File: config.mk
export PLATFORM = sky130hd
export DESIGN_NAME = acsq_sequencer
export DESIGN_NICKNAME = d
export VERILOG_FILES = /design/src/rtl/acsq_pkg.sv /design/src/rtl/acsq_result_mem.sv /design/src/rtl/acsq_sequencer.sv
export SDC_FILE = /design/constraint.sdc
export NUM_CORES = 1
export LEC_CHECK = 0
export BUFFER_PORTS_ARGS = -buffer_cell sky130_fd_sc_hd__buf_2
export CORE_AREA = 8 8 175 177
export DETAILED_ROUTE_END_ITERATION = 6
export DIE_AREA = 0 0 183 185
export GPL_TIMING_DRIVEN = 1
export SYNTH_ARGS = -nofsm -noshare
export SYNTH_HDL_FRONTEND = slang
export SYNTH_HIERARCHICAL = 1
export SYNTH_SLANG_ARGS = --single-unit
export TNS_END_PERCENT = 5
File: constraint.sdc
create_clock -name clk_sys -period 5 [get_ports clk_sys]
set_clock_uncertainty 0.15 [all_clocks]
set_input_delay 0.5 -clock clk_sys [delete_from_list [all_inputs] [get_ports clk_sys]]
set_output_delay 0.5 -clock clk_sys [all_outputs]
set_load 0.02 [all_outputs]
File: src/rtl/acsq_pkg.sv
// Purpose: Shared constants for the ADC conversion sequencer.
// Assumes: 100 MHz system clock; all times held in nanoseconds.
// Notes: Cycle counts are derived here so the logic never holds a bare figure.
package acsq_pkg;

  // ==========================================================
  // Clock
  localparam int CLK_MHZ = 100;

  // ==========================================================
  // Conversion timing
  localparam int T_CONV_NS = 1625;
  localparam int T_SYNC_NS = 4000;
  localparam int T_DRDY_PULSE_NS = 1000;
  // Per-conversion period for each rate code: 500, 250, 125, 62.5 kSPS
  localparam int T_PERIOD0_NS = 2000;
  localparam int T_PERIOD1_NS = 4000;
  localparam int T_PERIOD2_NS = 8000;
  localparam int T_PERIOD3_NS = 16000;

  // Least times round up, longest times round down
  localparam int CONV_CYC = (T_CONV_NS * CLK_MHZ + 999) / 1000;
  localparam int SYNC_CYC = (T_SYNC_NS * CLK_MHZ) / 1000;
  localparam int DRDY_PULSE_CYC = (T_DRDY_PULSE_NS * CLK_MHZ + 999) / 1000;
  localparam int PERIOD0_CYC = (T_PERIOD0_NS * CLK_MHZ) / 1000;
  localparam int PERIOD1_CYC = (T_PERIOD1_NS * CLK_MHZ) / 1000;
  localparam int PERIOD2_CYC = (T_PERIOD2_NS * CLK_MHZ) / 1000;
  localparam int PERIOD3_CYC = (T_PERIOD3_NS * CLK_MHZ) / 1000;
  // Acquisition fills the fastest period; slower codes add nap in front
  localparam int ACQ_MIN_CYC = PERIOD0_CYC - CONV_CYC;

  // ==========================================================
  // Field widths and reset values
  localparam int CNT_W = 11;
  localparam int PULSE_W = 7;
  localparam int RESULT_W = 12;
  localparam logic [1:0] RATE_RESET = 2'h0;
  localparam logic [1:0] RATE_FASTEST = 2'h0;
  localparam logic MODE_SINGLE = 1'b0;
  localparam logic MODE_CONTINUOUS = 1'b1;

  // ==========================================================
  // Sequencer states
  typedef enum logic [2:0] {
    ST_IDLE,
    ST_SYNC,
    ST_NAP,
    ST_ACQ,
    ST_CONV
  } acsq_state_t;

endpackage

File: src/rtl/acsq_result_mem.sv
// Purpose: Per-channel conversion result store.
// Assumes: One write and one read port on the system clock.
// Notes: Read data are registered; valid one cycle after the read strobe.
`timescale 1ns/1ps
module acsq_result_mem #(
  parameter int WIDTH = 12,
  parameter int DEPTH = 16,
  parameter int AW = $clog2(DEPTH)
) (
  // Clock and reset
  input wire logic clk_sys,
  input wire logic resetn,
  // Write port
  input wire logic wr_en,
  input wire logic [AW-1:0] wr_addr,
  input wire logic [WIDTH-1:0] wr_data,
  // Read port
  input wire logic rd_en,
  input wire logic [AW-1:0] rd_addr,
  output logic [WIDTH-1:0] rd_data
);

  logic [WIDTH-1:0] mem [DEPTH];

  always_ff @(posedge clk_sys) begin
    if (wr_en) begin
      mem[wr_addr] <= wr_data;
    end
  end

  // Reset only the output so rd_data is defined before the first read; unwritten entries read back undefined
  always_ff @(posedge clk_sys or negedge resetn) begin
    if (!resetn) begin
      rd_data <= '0;
    end else if (rd_en) begin
      rd_data <= mem[rd_addr];
    end
  end

endmodule // acsq_result_mem

File: src/rtl/acsq_sequencer.sv
// Purpose: Multichannel ADC conversion sequencer with host data-ready handshake.
// Assumes: Converter core presents its result on adc_result at the end of each conversion.
// Notes: Config bits arrive as write strobes with data; no register bus inside this block.
`timescale 1ns/1ps

// Contract
// - One mode bit selects single-pass or continuous conversion.
// - Single-pass converts each selected channel once per trigger, then idles.
// - Continuous mode repeats the selected channel sequence without further triggers.
// - Trigger, mode change, channel select or threshold rewrite aborts the running cycle.
// - Pin or internal start bit begins a fresh cycle over the selected channels.
// - Start bit written together with a mode change returns to wait-for-trigger.
// - Two-bit rate code gives 500, 250, 125 or 62.5 kSPS; reset 00.
// - Conversion 1.625 us; acquisition 0.375, 2.375, 6.375 or 14.375 us per code.
// - Per-channel rate is divided by the number of selected channels.
// - Rate code fixes continuous rate; in single-pass it caps, triggers set rate.
// - Any rate code other than 00 naps between conversions, both modes.
// - Single-pass: when all results are written, flag goes 1 and pin goes low.
// - Single-pass: result read or external pin restart clears flag, pin high.
// - Continuous: after each sequence, one 1 us low pulse on the data-ready pin.
// - Continuous: flag stays 0; only the pin pulse signals new data.
module acsq_sequencer
  import acsq_pkg::*;
#(
  parameter int NUM_CH = 16,
  parameter int CH_W = $clog2(NUM_CH),
  parameter int HALF_W = NUM_CH / 2
) (
  // Clock and reset
  input wire logic clk_sys,
  input wire logic resetn,
  // First configuration write
  input wire logic cfg0_wr,
  input wire logic conversion_mode_select,
  input wire logic internal_convert_start,
  // Second configuration write
  input wire logic cfg1_wr,
  input wire logic [1:0] sample_rate_select,
  // Channel select and threshold writes
  input wire logic chsel_lo_wr,
  input wire logic chsel_hi_wr,
  input wire logic [HALF_W-1:0] chsel_data,
  input wire logic threshold_wr,
  // External trigger pin, active low, asynchronous
  input wire logic external_convert_pin_n,
  // Converter core
  input wire logic [RESULT_W-1:0] adc_result,
  output logic [CH_W-1:0] adc_channel,
  output logic adc_sample,
  output logic adc_convert,
  output logic adc_nap,
  // Result read port
  input wire logic result_rd_en,
  input wire logic [CH_W-1:0] result_rd_addr,
  output logic [RESULT_W-1:0] result_rd_data,
  // Status
  output logic busy,
  output logic mode_status,
  output logic data_ready_flag,
  output logic data_ready_pin_n
);

  // ==========================================================
  // Helpers
  function automatic logic [CNT_W-1:0] period_cyc(input logic [1:0] rate);
    logic [CNT_W-1:0] p;
    p = CNT_W'(PERIOD0_CYC);
    case (rate)
      2'h1: p = CNT_W'(PERIOD1_CYC);
      2'h2: p = CNT_W'(PERIOD2_CYC);
      2'h3: p = CNT_W'(PERIOD3_CYC);
      default: p = CNT_W'(PERIOD0_CYC);
    endcase
    return p;
  endfunction

  // Lowest selected channel at or above start; MSB flags a find
  function automatic logic [CH_W:0] next_sel(input logic [NUM_CH-1:0] sel, input logic [CH_W:0] start);
    logic [CH_W:0] r;
    r = '0;
    for (int i = NUM_CH - 1; i >= 0; i--) begin
      if (sel[i] && (i >= int'(start))) begin
        r = {1'b1, CH_W'(i)};
      end
    end
    return r;
  endfunction

  // ==========================================================
  // State
  acsq_state_t state_reg, state_next;
  logic mode_reg;
  logic [1:0] rate_reg;
  logic [NUM_CH-1:0] sel_reg;
  logic [NUM_CH-1:0] run_sel_reg, run_sel_next;
  logic [CH_W-1:0] ch_reg, ch_next;
  logic [CNT_W-1:0] cnt_reg, cnt_next;
  logic flag_reg, flag_next;
  logic pin_n_reg, pin_n_next;
  logic [PULSE_W-1:0] pulse_reg, pulse_next;
  logic external_convert_pin_s1_reg, external_convert_pin_s2_reg, external_convert_pin_s3_reg;
  logic sample_reg, convert_reg, nap_reg, busy_reg;

  // ==========================================================
  // Event decode
  wire mode_change = cfg0_wr && (conversion_mode_select != mode_reg);
  wire internal_convert_start_trig = cfg0_wr && internal_convert_start && !mode_change;
  wire ext_trig = external_convert_pin_s3_reg && !external_convert_pin_s2_reg;
  wire trigger = internal_convert_start_trig || ext_trig;
  wire abort = mode_change || chsel_lo_wr || chsel_hi_wr || threshold_wr;
  wire cnt_zero = (cnt_reg == '0);
  wire conv_done = (state_reg == ST_CONV) && cnt_zero;
  // Aborted or restarted conversions leave no result and raise no ready
  wire conv_keep = conv_done && !trigger && !abort;
  wire [CH_W:0] first_hit = next_sel(sel_reg, '0);
  wire [CH_W:0] after_hit = next_sel(run_sel_reg, {1'b0, ch_reg} + 1'b1);
  wire [CH_W:0] wrap_hit = next_sel(run_sel_reg, '0);
  wire pass_done = conv_keep && !after_hit[CH_W];
  wire rate_naps = (rate_reg != RATE_FASTEST);
  wire [CNT_W-1:0] nap_len = period_cyc(rate_reg) - CNT_W'(PERIOD0_CYC);
  wire [CNT_W-1:0] slot_cnt = rate_naps ? nap_len - 1'b1 : CNT_W'(ACQ_MIN_CYC - 1);
  wire acsq_state_t slot_state = rate_naps ? ST_NAP : ST_ACQ;

  // ==========================================================
  // Sequencer next state
  always_comb begin
    state_next = state_reg;
    cnt_next = cnt_zero ? cnt_reg : cnt_reg - 1'b1;
    ch_next = ch_reg;
    run_sel_next = run_sel_reg;
    if (trigger) begin
      state_next = ST_SYNC;
      cnt_next = CNT_W'(SYNC_CYC - 1);
    end else if (abort) begin
      state_next = ST_IDLE;
    end else begin
      case (state_reg)
        ST_IDLE: begin
          state_next = ST_IDLE;
        end
        ST_SYNC: begin
          if (cnt_zero) begin
            run_sel_next = sel_reg;
            if (first_hit[CH_W]) begin
              ch_next = first_hit[CH_W-1:0];
              state_next = slot_state;
              cnt_next = slot_cnt;
            end else begin
              state_next = ST_IDLE;
            end
          end
        end
        ST_NAP: begin
          if (cnt_zero) begin
            state_next = ST_ACQ;
            cnt_next = CNT_W'(ACQ_MIN_CYC - 1);
          end
        end
        ST_ACQ: begin
          if (cnt_zero) begin
            state_next = ST_CONV;
            cnt_next = CNT_W'(CONV_CYC - 1);
          end
        end
        ST_CONV: begin
          if (cnt_zero) begin
            if (after_hit[CH_W]) begin
              ch_next = after_hit[CH_W-1:0];
              state_next = slot_state;
              cnt_next = slot_cnt;
            end else if (mode_reg == MODE_CONTINUOUS) begin
              ch_next = wrap_hit[CH_W-1:0];
              state_next = slot_state;
              cnt_next = slot_cnt;
            end else begin
              state_next = ST_IDLE;
            end
          end
        end
        default: begin
          state_next = ST_IDLE;
        end
      endcase
    end
  end

  // ==========================================================
  // Data-ready handshake
  wire single_mode = (mode_reg == MODE_SINGLE);
  wire flag_set = pass_done && single_mode;
  wire flag_clr = result_rd_en || ext_trig;
  wire pulse_start = pass_done && !single_mode;
  wire to_cont = cfg0_wr && (conversion_mode_select == MODE_CONTINUOUS);

  always_comb begin
    flag_next = flag_reg;
    pulse_next = (pulse_reg == '0) ? pulse_reg : pulse_reg - 1'b1;
    // Cleared on the switching edge, so continuous never shows a stale flag
    if (!single_mode || to_cont) begin
      flag_next = 1'b0;
    end else if (flag_set) begin
      flag_next = 1'b1;
    end else if (flag_clr) begin
      flag_next = 1'b0;
    end
    if (pulse_start) begin
      pulse_next = PULSE_W'(DRDY_PULSE_CYC);
    end
    if (single_mode) begin
      pulse_next = '0;
    end
    pin_n_next = single_mode ? !flag_next : (pulse_next == '0);
  end

  // ==========================================================
  // Registers
  always_ff @(posedge clk_sys or negedge resetn) begin
    if (!resetn) begin
      mode_reg <= MODE_SINGLE;
      rate_reg <= RATE_RESET;
      sel_reg <= '0;
    end else begin
      if (cfg0_wr) begin
        mode_reg <= conversion_mode_select;
      end
      if (cfg1_wr) begin
        rate_reg <= sample_rate_select;
      end
      if (chsel_lo_wr) begin
        sel_reg[HALF_W-1:0] <= chsel_data;
      end
      if (chsel_hi_wr) begin
        sel_reg[NUM_CH-1:HALF_W] <= chsel_data;
      end
    end
  end

  // Pin is idle high, so every stage resets to 1
  always_ff @(posedge clk_sys or negedge resetn) begin
    if (!resetn) begin
      external_convert_pin_s1_reg <= 1'b1;
      external_convert_pin_s2_reg <= 1'b1;
      external_convert_pin_s3_reg <= 1'b1;
    end else begin
      external_convert_pin_s1_reg <= external_convert_pin_n;
      external_convert_pin_s2_reg <= external_convert_pin_s1_reg;
      external_convert_pin_s3_reg <= external_convert_pin_s2_reg;
    end
  end

  always_ff @(posedge clk_sys or negedge resetn) begin
    if (!resetn) begin
      state_reg <= ST_IDLE;
      cnt_reg <= '0;
      ch_reg <= '0;
      run_sel_reg <= '0;
      flag_reg <= 1'b0;
      pin_n_reg <= 1'b1;
      pulse_reg <= '0;
    end else begin
      state_reg <= state_next;
      cnt_reg <= cnt_next;
      ch_reg <= ch_next;
      run_sel_reg <= run_sel_next;
      flag_reg <= flag_next;
      pin_n_reg <= pin_n_next;
      pulse_reg <= pulse_next;
    end
  end

  // Outputs follow the next state so they stay aligned with it
  always_ff @(posedge clk_sys or negedge resetn) begin
    if (!resetn) begin
      sample_reg <= 1'b0;
      convert_reg <= 1'b0;
      nap_reg <= 1'b0;
      busy_reg <= 1'b0;
    end else begin
      sample_reg <= (state_next == ST_ACQ);
      convert_reg <= (state_next == ST_CONV);
      nap_reg <= (state_next == ST_NAP);
      busy_reg <= (state_next != ST_IDLE);
    end
  end

  // ==========================================================
  // Result store
  acsq_result_mem #(
    .WIDTH(RESULT_W),
    .DEPTH(NUM_CH),
    .AW(CH_W)
  ) u_result_mem (
    .clk_sys(clk_sys),
    .resetn(resetn),
    .wr_en(conv_keep),
    .wr_addr(ch_reg),
    .wr_data(adc_result),
    .rd_en(result_rd_en),
    .rd_addr(result_rd_addr),
    .rd_data(result_rd_data)
  );

  assign adc_channel = ch_reg;
  assign adc_sample = sample_reg;
  assign adc_convert = convert_reg;
  assign adc_nap = nap_reg;
  assign busy = busy_reg;
  assign mode_status = mode_reg;
  assign data_ready_flag = flag_reg;
  assign data_ready_pin_n = pin_n_reg;

endmodule // acsq_sequencer

==> summary.txt <==
Final layout
  • Commonest non-fill, non-tap cell in the layout: edfxtp_1
  • Net count, final: 961
  • Ant diodes: 0
  • Fillers: 2,440
  • Share of cells above drive strength 1: between 20% and 30%
  • Most frequent cells in the layout: edfxtp_1, dfrtp_1, nor2_1, buf_2, nand2_1
  • Final instance area: 14,000 µm²
  • Final core utilization: 49.9%
  • Max reg flops: ~190
  • Area grow syn2layout: 13.2%

Synthesis
  • Mapped Nets: ~890
  • Asr flop ratio synth: 29.7%
  • Main combinational cell family by area after synthesis: multiplexers
  • Prevailing post-synth register cell: edfxtp_1
  • Post-synth EDFFs: 192
  • Synth cell types: approximately 80
  • Post-Synth XOR/XNOR Area: less than 1%
  • Synthesized area: 12,400 µm²
  • Compound-gate portion of the synthesized area: 9.79%
  • Mux contribution to synthesized area: 12.6%
  • Synth Register Bits: 273
  • Synth Warn #: 6
  • Synth Area in Simple Gates: 8.72%
  • Post-synthesis instance total: 835
  • Synthesized area per cell: 14.8 µm²
  • Sequential share of the synthesized area: a little over three fifths
  • Adder-cell share of the synthesized area: 1.42%

Detailed routing
  • Antenna Nets Post-Route: 0
  • Per-cell routed wire length: 21.1 µm
  • 1st-pass router iterations: 5
  • Via count of the routed design: 7,416
  • Post-Route WL: approximately 28,000 µm
  • DRC Markers: 0
  • Vias per inst: 5.63
  • Iter 0 DRT Violations: 596

Power and ir drop
  • Power density over the cells: about 360 nW/µm²
  • Peak supply drop: approximately 0.29 mV
  • P_leak: 0.00513 µW

Clock network
  • Clk Latency, worst-skew pair: 0.54 ns
  • H-tree levels: 1
  • CTS max path bufs: 3
  • Cts bufs inserted: 29
  • CTS sink count: 273
  • TritonCTS clock tree: built
  • Clock transition at path regs: 0.06 ns
  • PostCTS Resize Cnt: 0
  • Root buffer cell: clkbuf_16

Global route
  • Initial antenna violation count: 0
  • Most Crowded Layer GR: met2
  • Met3 Use GR: 2.84%
  • Vias in the first global route: around 7,500
  • First-pass GRT wire length: 43,500 µm
  • Tot GR Track Use: 16.5%
  • GR Layer Usage met1: 21.5%
  • Met2 track demand over resource: between 20% and 30%
  • Largest net degree at the start of global routing: 49
  • GR Overflow Total: 0

Critical path
  • Critical path class: reg -> reg
  • Worst EP required: roughly 5.2 ns
  • Crit path max fanout: 21
  • CP Launch Type: flip-flop
  • WP data arrival: 4.44 ns
  • Worst Setup End Kind: flip-flop

Place
  • IO Port Bufs: 59
  • Placer congestion estimate: 0.834
  • DP Area: 13,000 µm²
  • DP HPWL: between 15,000 and 20,000 µm

Timing
  • Final Hold Viols: 0
  • Max Slew Vio Count: 0
  • RSZ-0062 raised after global routing: false
  • Slew @ Worst Pin: between 0.9 and 1 ns
  • Max Fclk: 0.238 GHz
  • Number of endpoints failing setup at the final stage: 0
  • Min Hold Slack: roughly 0.029 ns
  • Setup TNS: 0 ns
  • Worst slew margin: 38.9%
  • Period minus WS final: 4.21 ns
  • Crit share post-route: 84.1%

Floorplan
  • Total die area: 33,900 µm²
  • # IOs: 60
  • Core Box Area: 28,100 µm²
  • Die span in y: 185 µm
  • Die width: 183 µm
  • Row count: 62
  • Initial core utilization: 44.0%

Outcome
  • Status: finished clean

Hold path
  • Worst hold-check path type: in -> reg

Job
  • Max cap viols: 0
-- worst max-delay path: stages, from the launching register on --
cell,delay [ns]
dfrtp_1,0.79
inv_1,0.11
ha_1,0.48
or3_4,0.42
o21a_1,0.23
o31a_1,0.26
a211o_1,0.33
nor4_4,0.64
nor3_1,0.13
o21ai_0,0.39
nand3_1,0.13
-- timing repair --
item / CTS / global route
hold buffers: 3 / 0
endpoints found under the hold margin: 35 / 0
setup endpoints to repair: 0 / 0
buffers inserted: 0 / 0
-- per-stage QoR --
step	total power, µW	worst slack, ns	cells
final	4970	0.794	1317
after global routing	5150	0.352	1317
after CTS	5030	0.809	1317
after detailed placement	2890	0.837	1260
after global placement	2890	0.932	1260
after floorplan	2770	1.19	835
-- kinds of logic (layout without fill, tap and decap cells) --
kind of cell	Yosys count	after routing
buffers and inverters	69	167
adders and majority gates	14	14
xor gates and xnor gates	14	14
AOI/OAI and AO/OA	165	165
and+or+nand+nor	212	212
muxes	88	88
DFF	273	273
-- cell usage after synthesis (all sizes together) (4+ instances only) --
master	number	area (µm²)
o22ai	15	131
xnor2	7	61.3
o21ai	39	195
mux2i	15	150
or2	4	25.0
ha	14	175
nor2	63	239
nand2	49	184
nor4	13	96.3
o21a	4	30.0
buf	21	186
a21o	4	32.5
nor2b	5	31.3
a221oi	16	215
mux2	25	282
nor3	20	100
xor2	7	61.3
nand2b	13	81.3
o31ai	9	67.6
mux4	48	1120
or3	6	42.5
edfxtp	192	5770
nand3	12	60.1
inv	28	105
o211ai	7	52.6
clkbuf	20	135
a21oi	28	140
dfstp	4	105
dfrtp	77	1930
a31oi	9	56.3
-- where the power goes --
part	leakage, µW	internal (µW)	switching [µW]
combinational	0.00191	135	195
sequential	0.00274	2470	48.9
clock	0.000476	1270	860
total	0.00513	3870	1100
-- final timing paths --
check	from	endpoint	slack (ns)	depth (start not counted)
worst max-delay path	adc_channel[0]	busy	0.79	10
worst min-delay path	chsel_data[2]	sel_reg[2]	0.03	3
worst max register to register	adc_channel[0]	busy	0.79	10
worst min register to register	external_convert_pin_s1_reg	external_convert_pin_s2_reg	0.21	0
max in group asynchronous	resetn	cnt_reg[3]	3.32	3
min in group asynchronous	resetn	u_result_mem/rd_data[11]	0.35	2
-- metal layers --
| metal | up-vias | share of wire (%) |
|---|---|---|
| li1 | 3413 | - |
| met1 | 3742 | 43 |
| met2 | 222 | 49 |
| met3 | 39 | 5.5 |
| met4 | 0 | 1.9 |
| met5 | - | 0 |
-- area by class of cell --
type / count / area, µm² / share of cell area [%]
clock buffer: 37 / 786 / 5.61
clock inverter: 17 / 170 / 1.22
inverter: 28 / 105 / 0.751
multi-input combinational: 493 / 4160 / 29.7
sequential: 273 / 7800 / 55.7
tap: 384 / 480 / 3.43
timing repair buffer: 85 / 500 / 3.57
No activity file was read; power rests on OpenSTA's default activity.
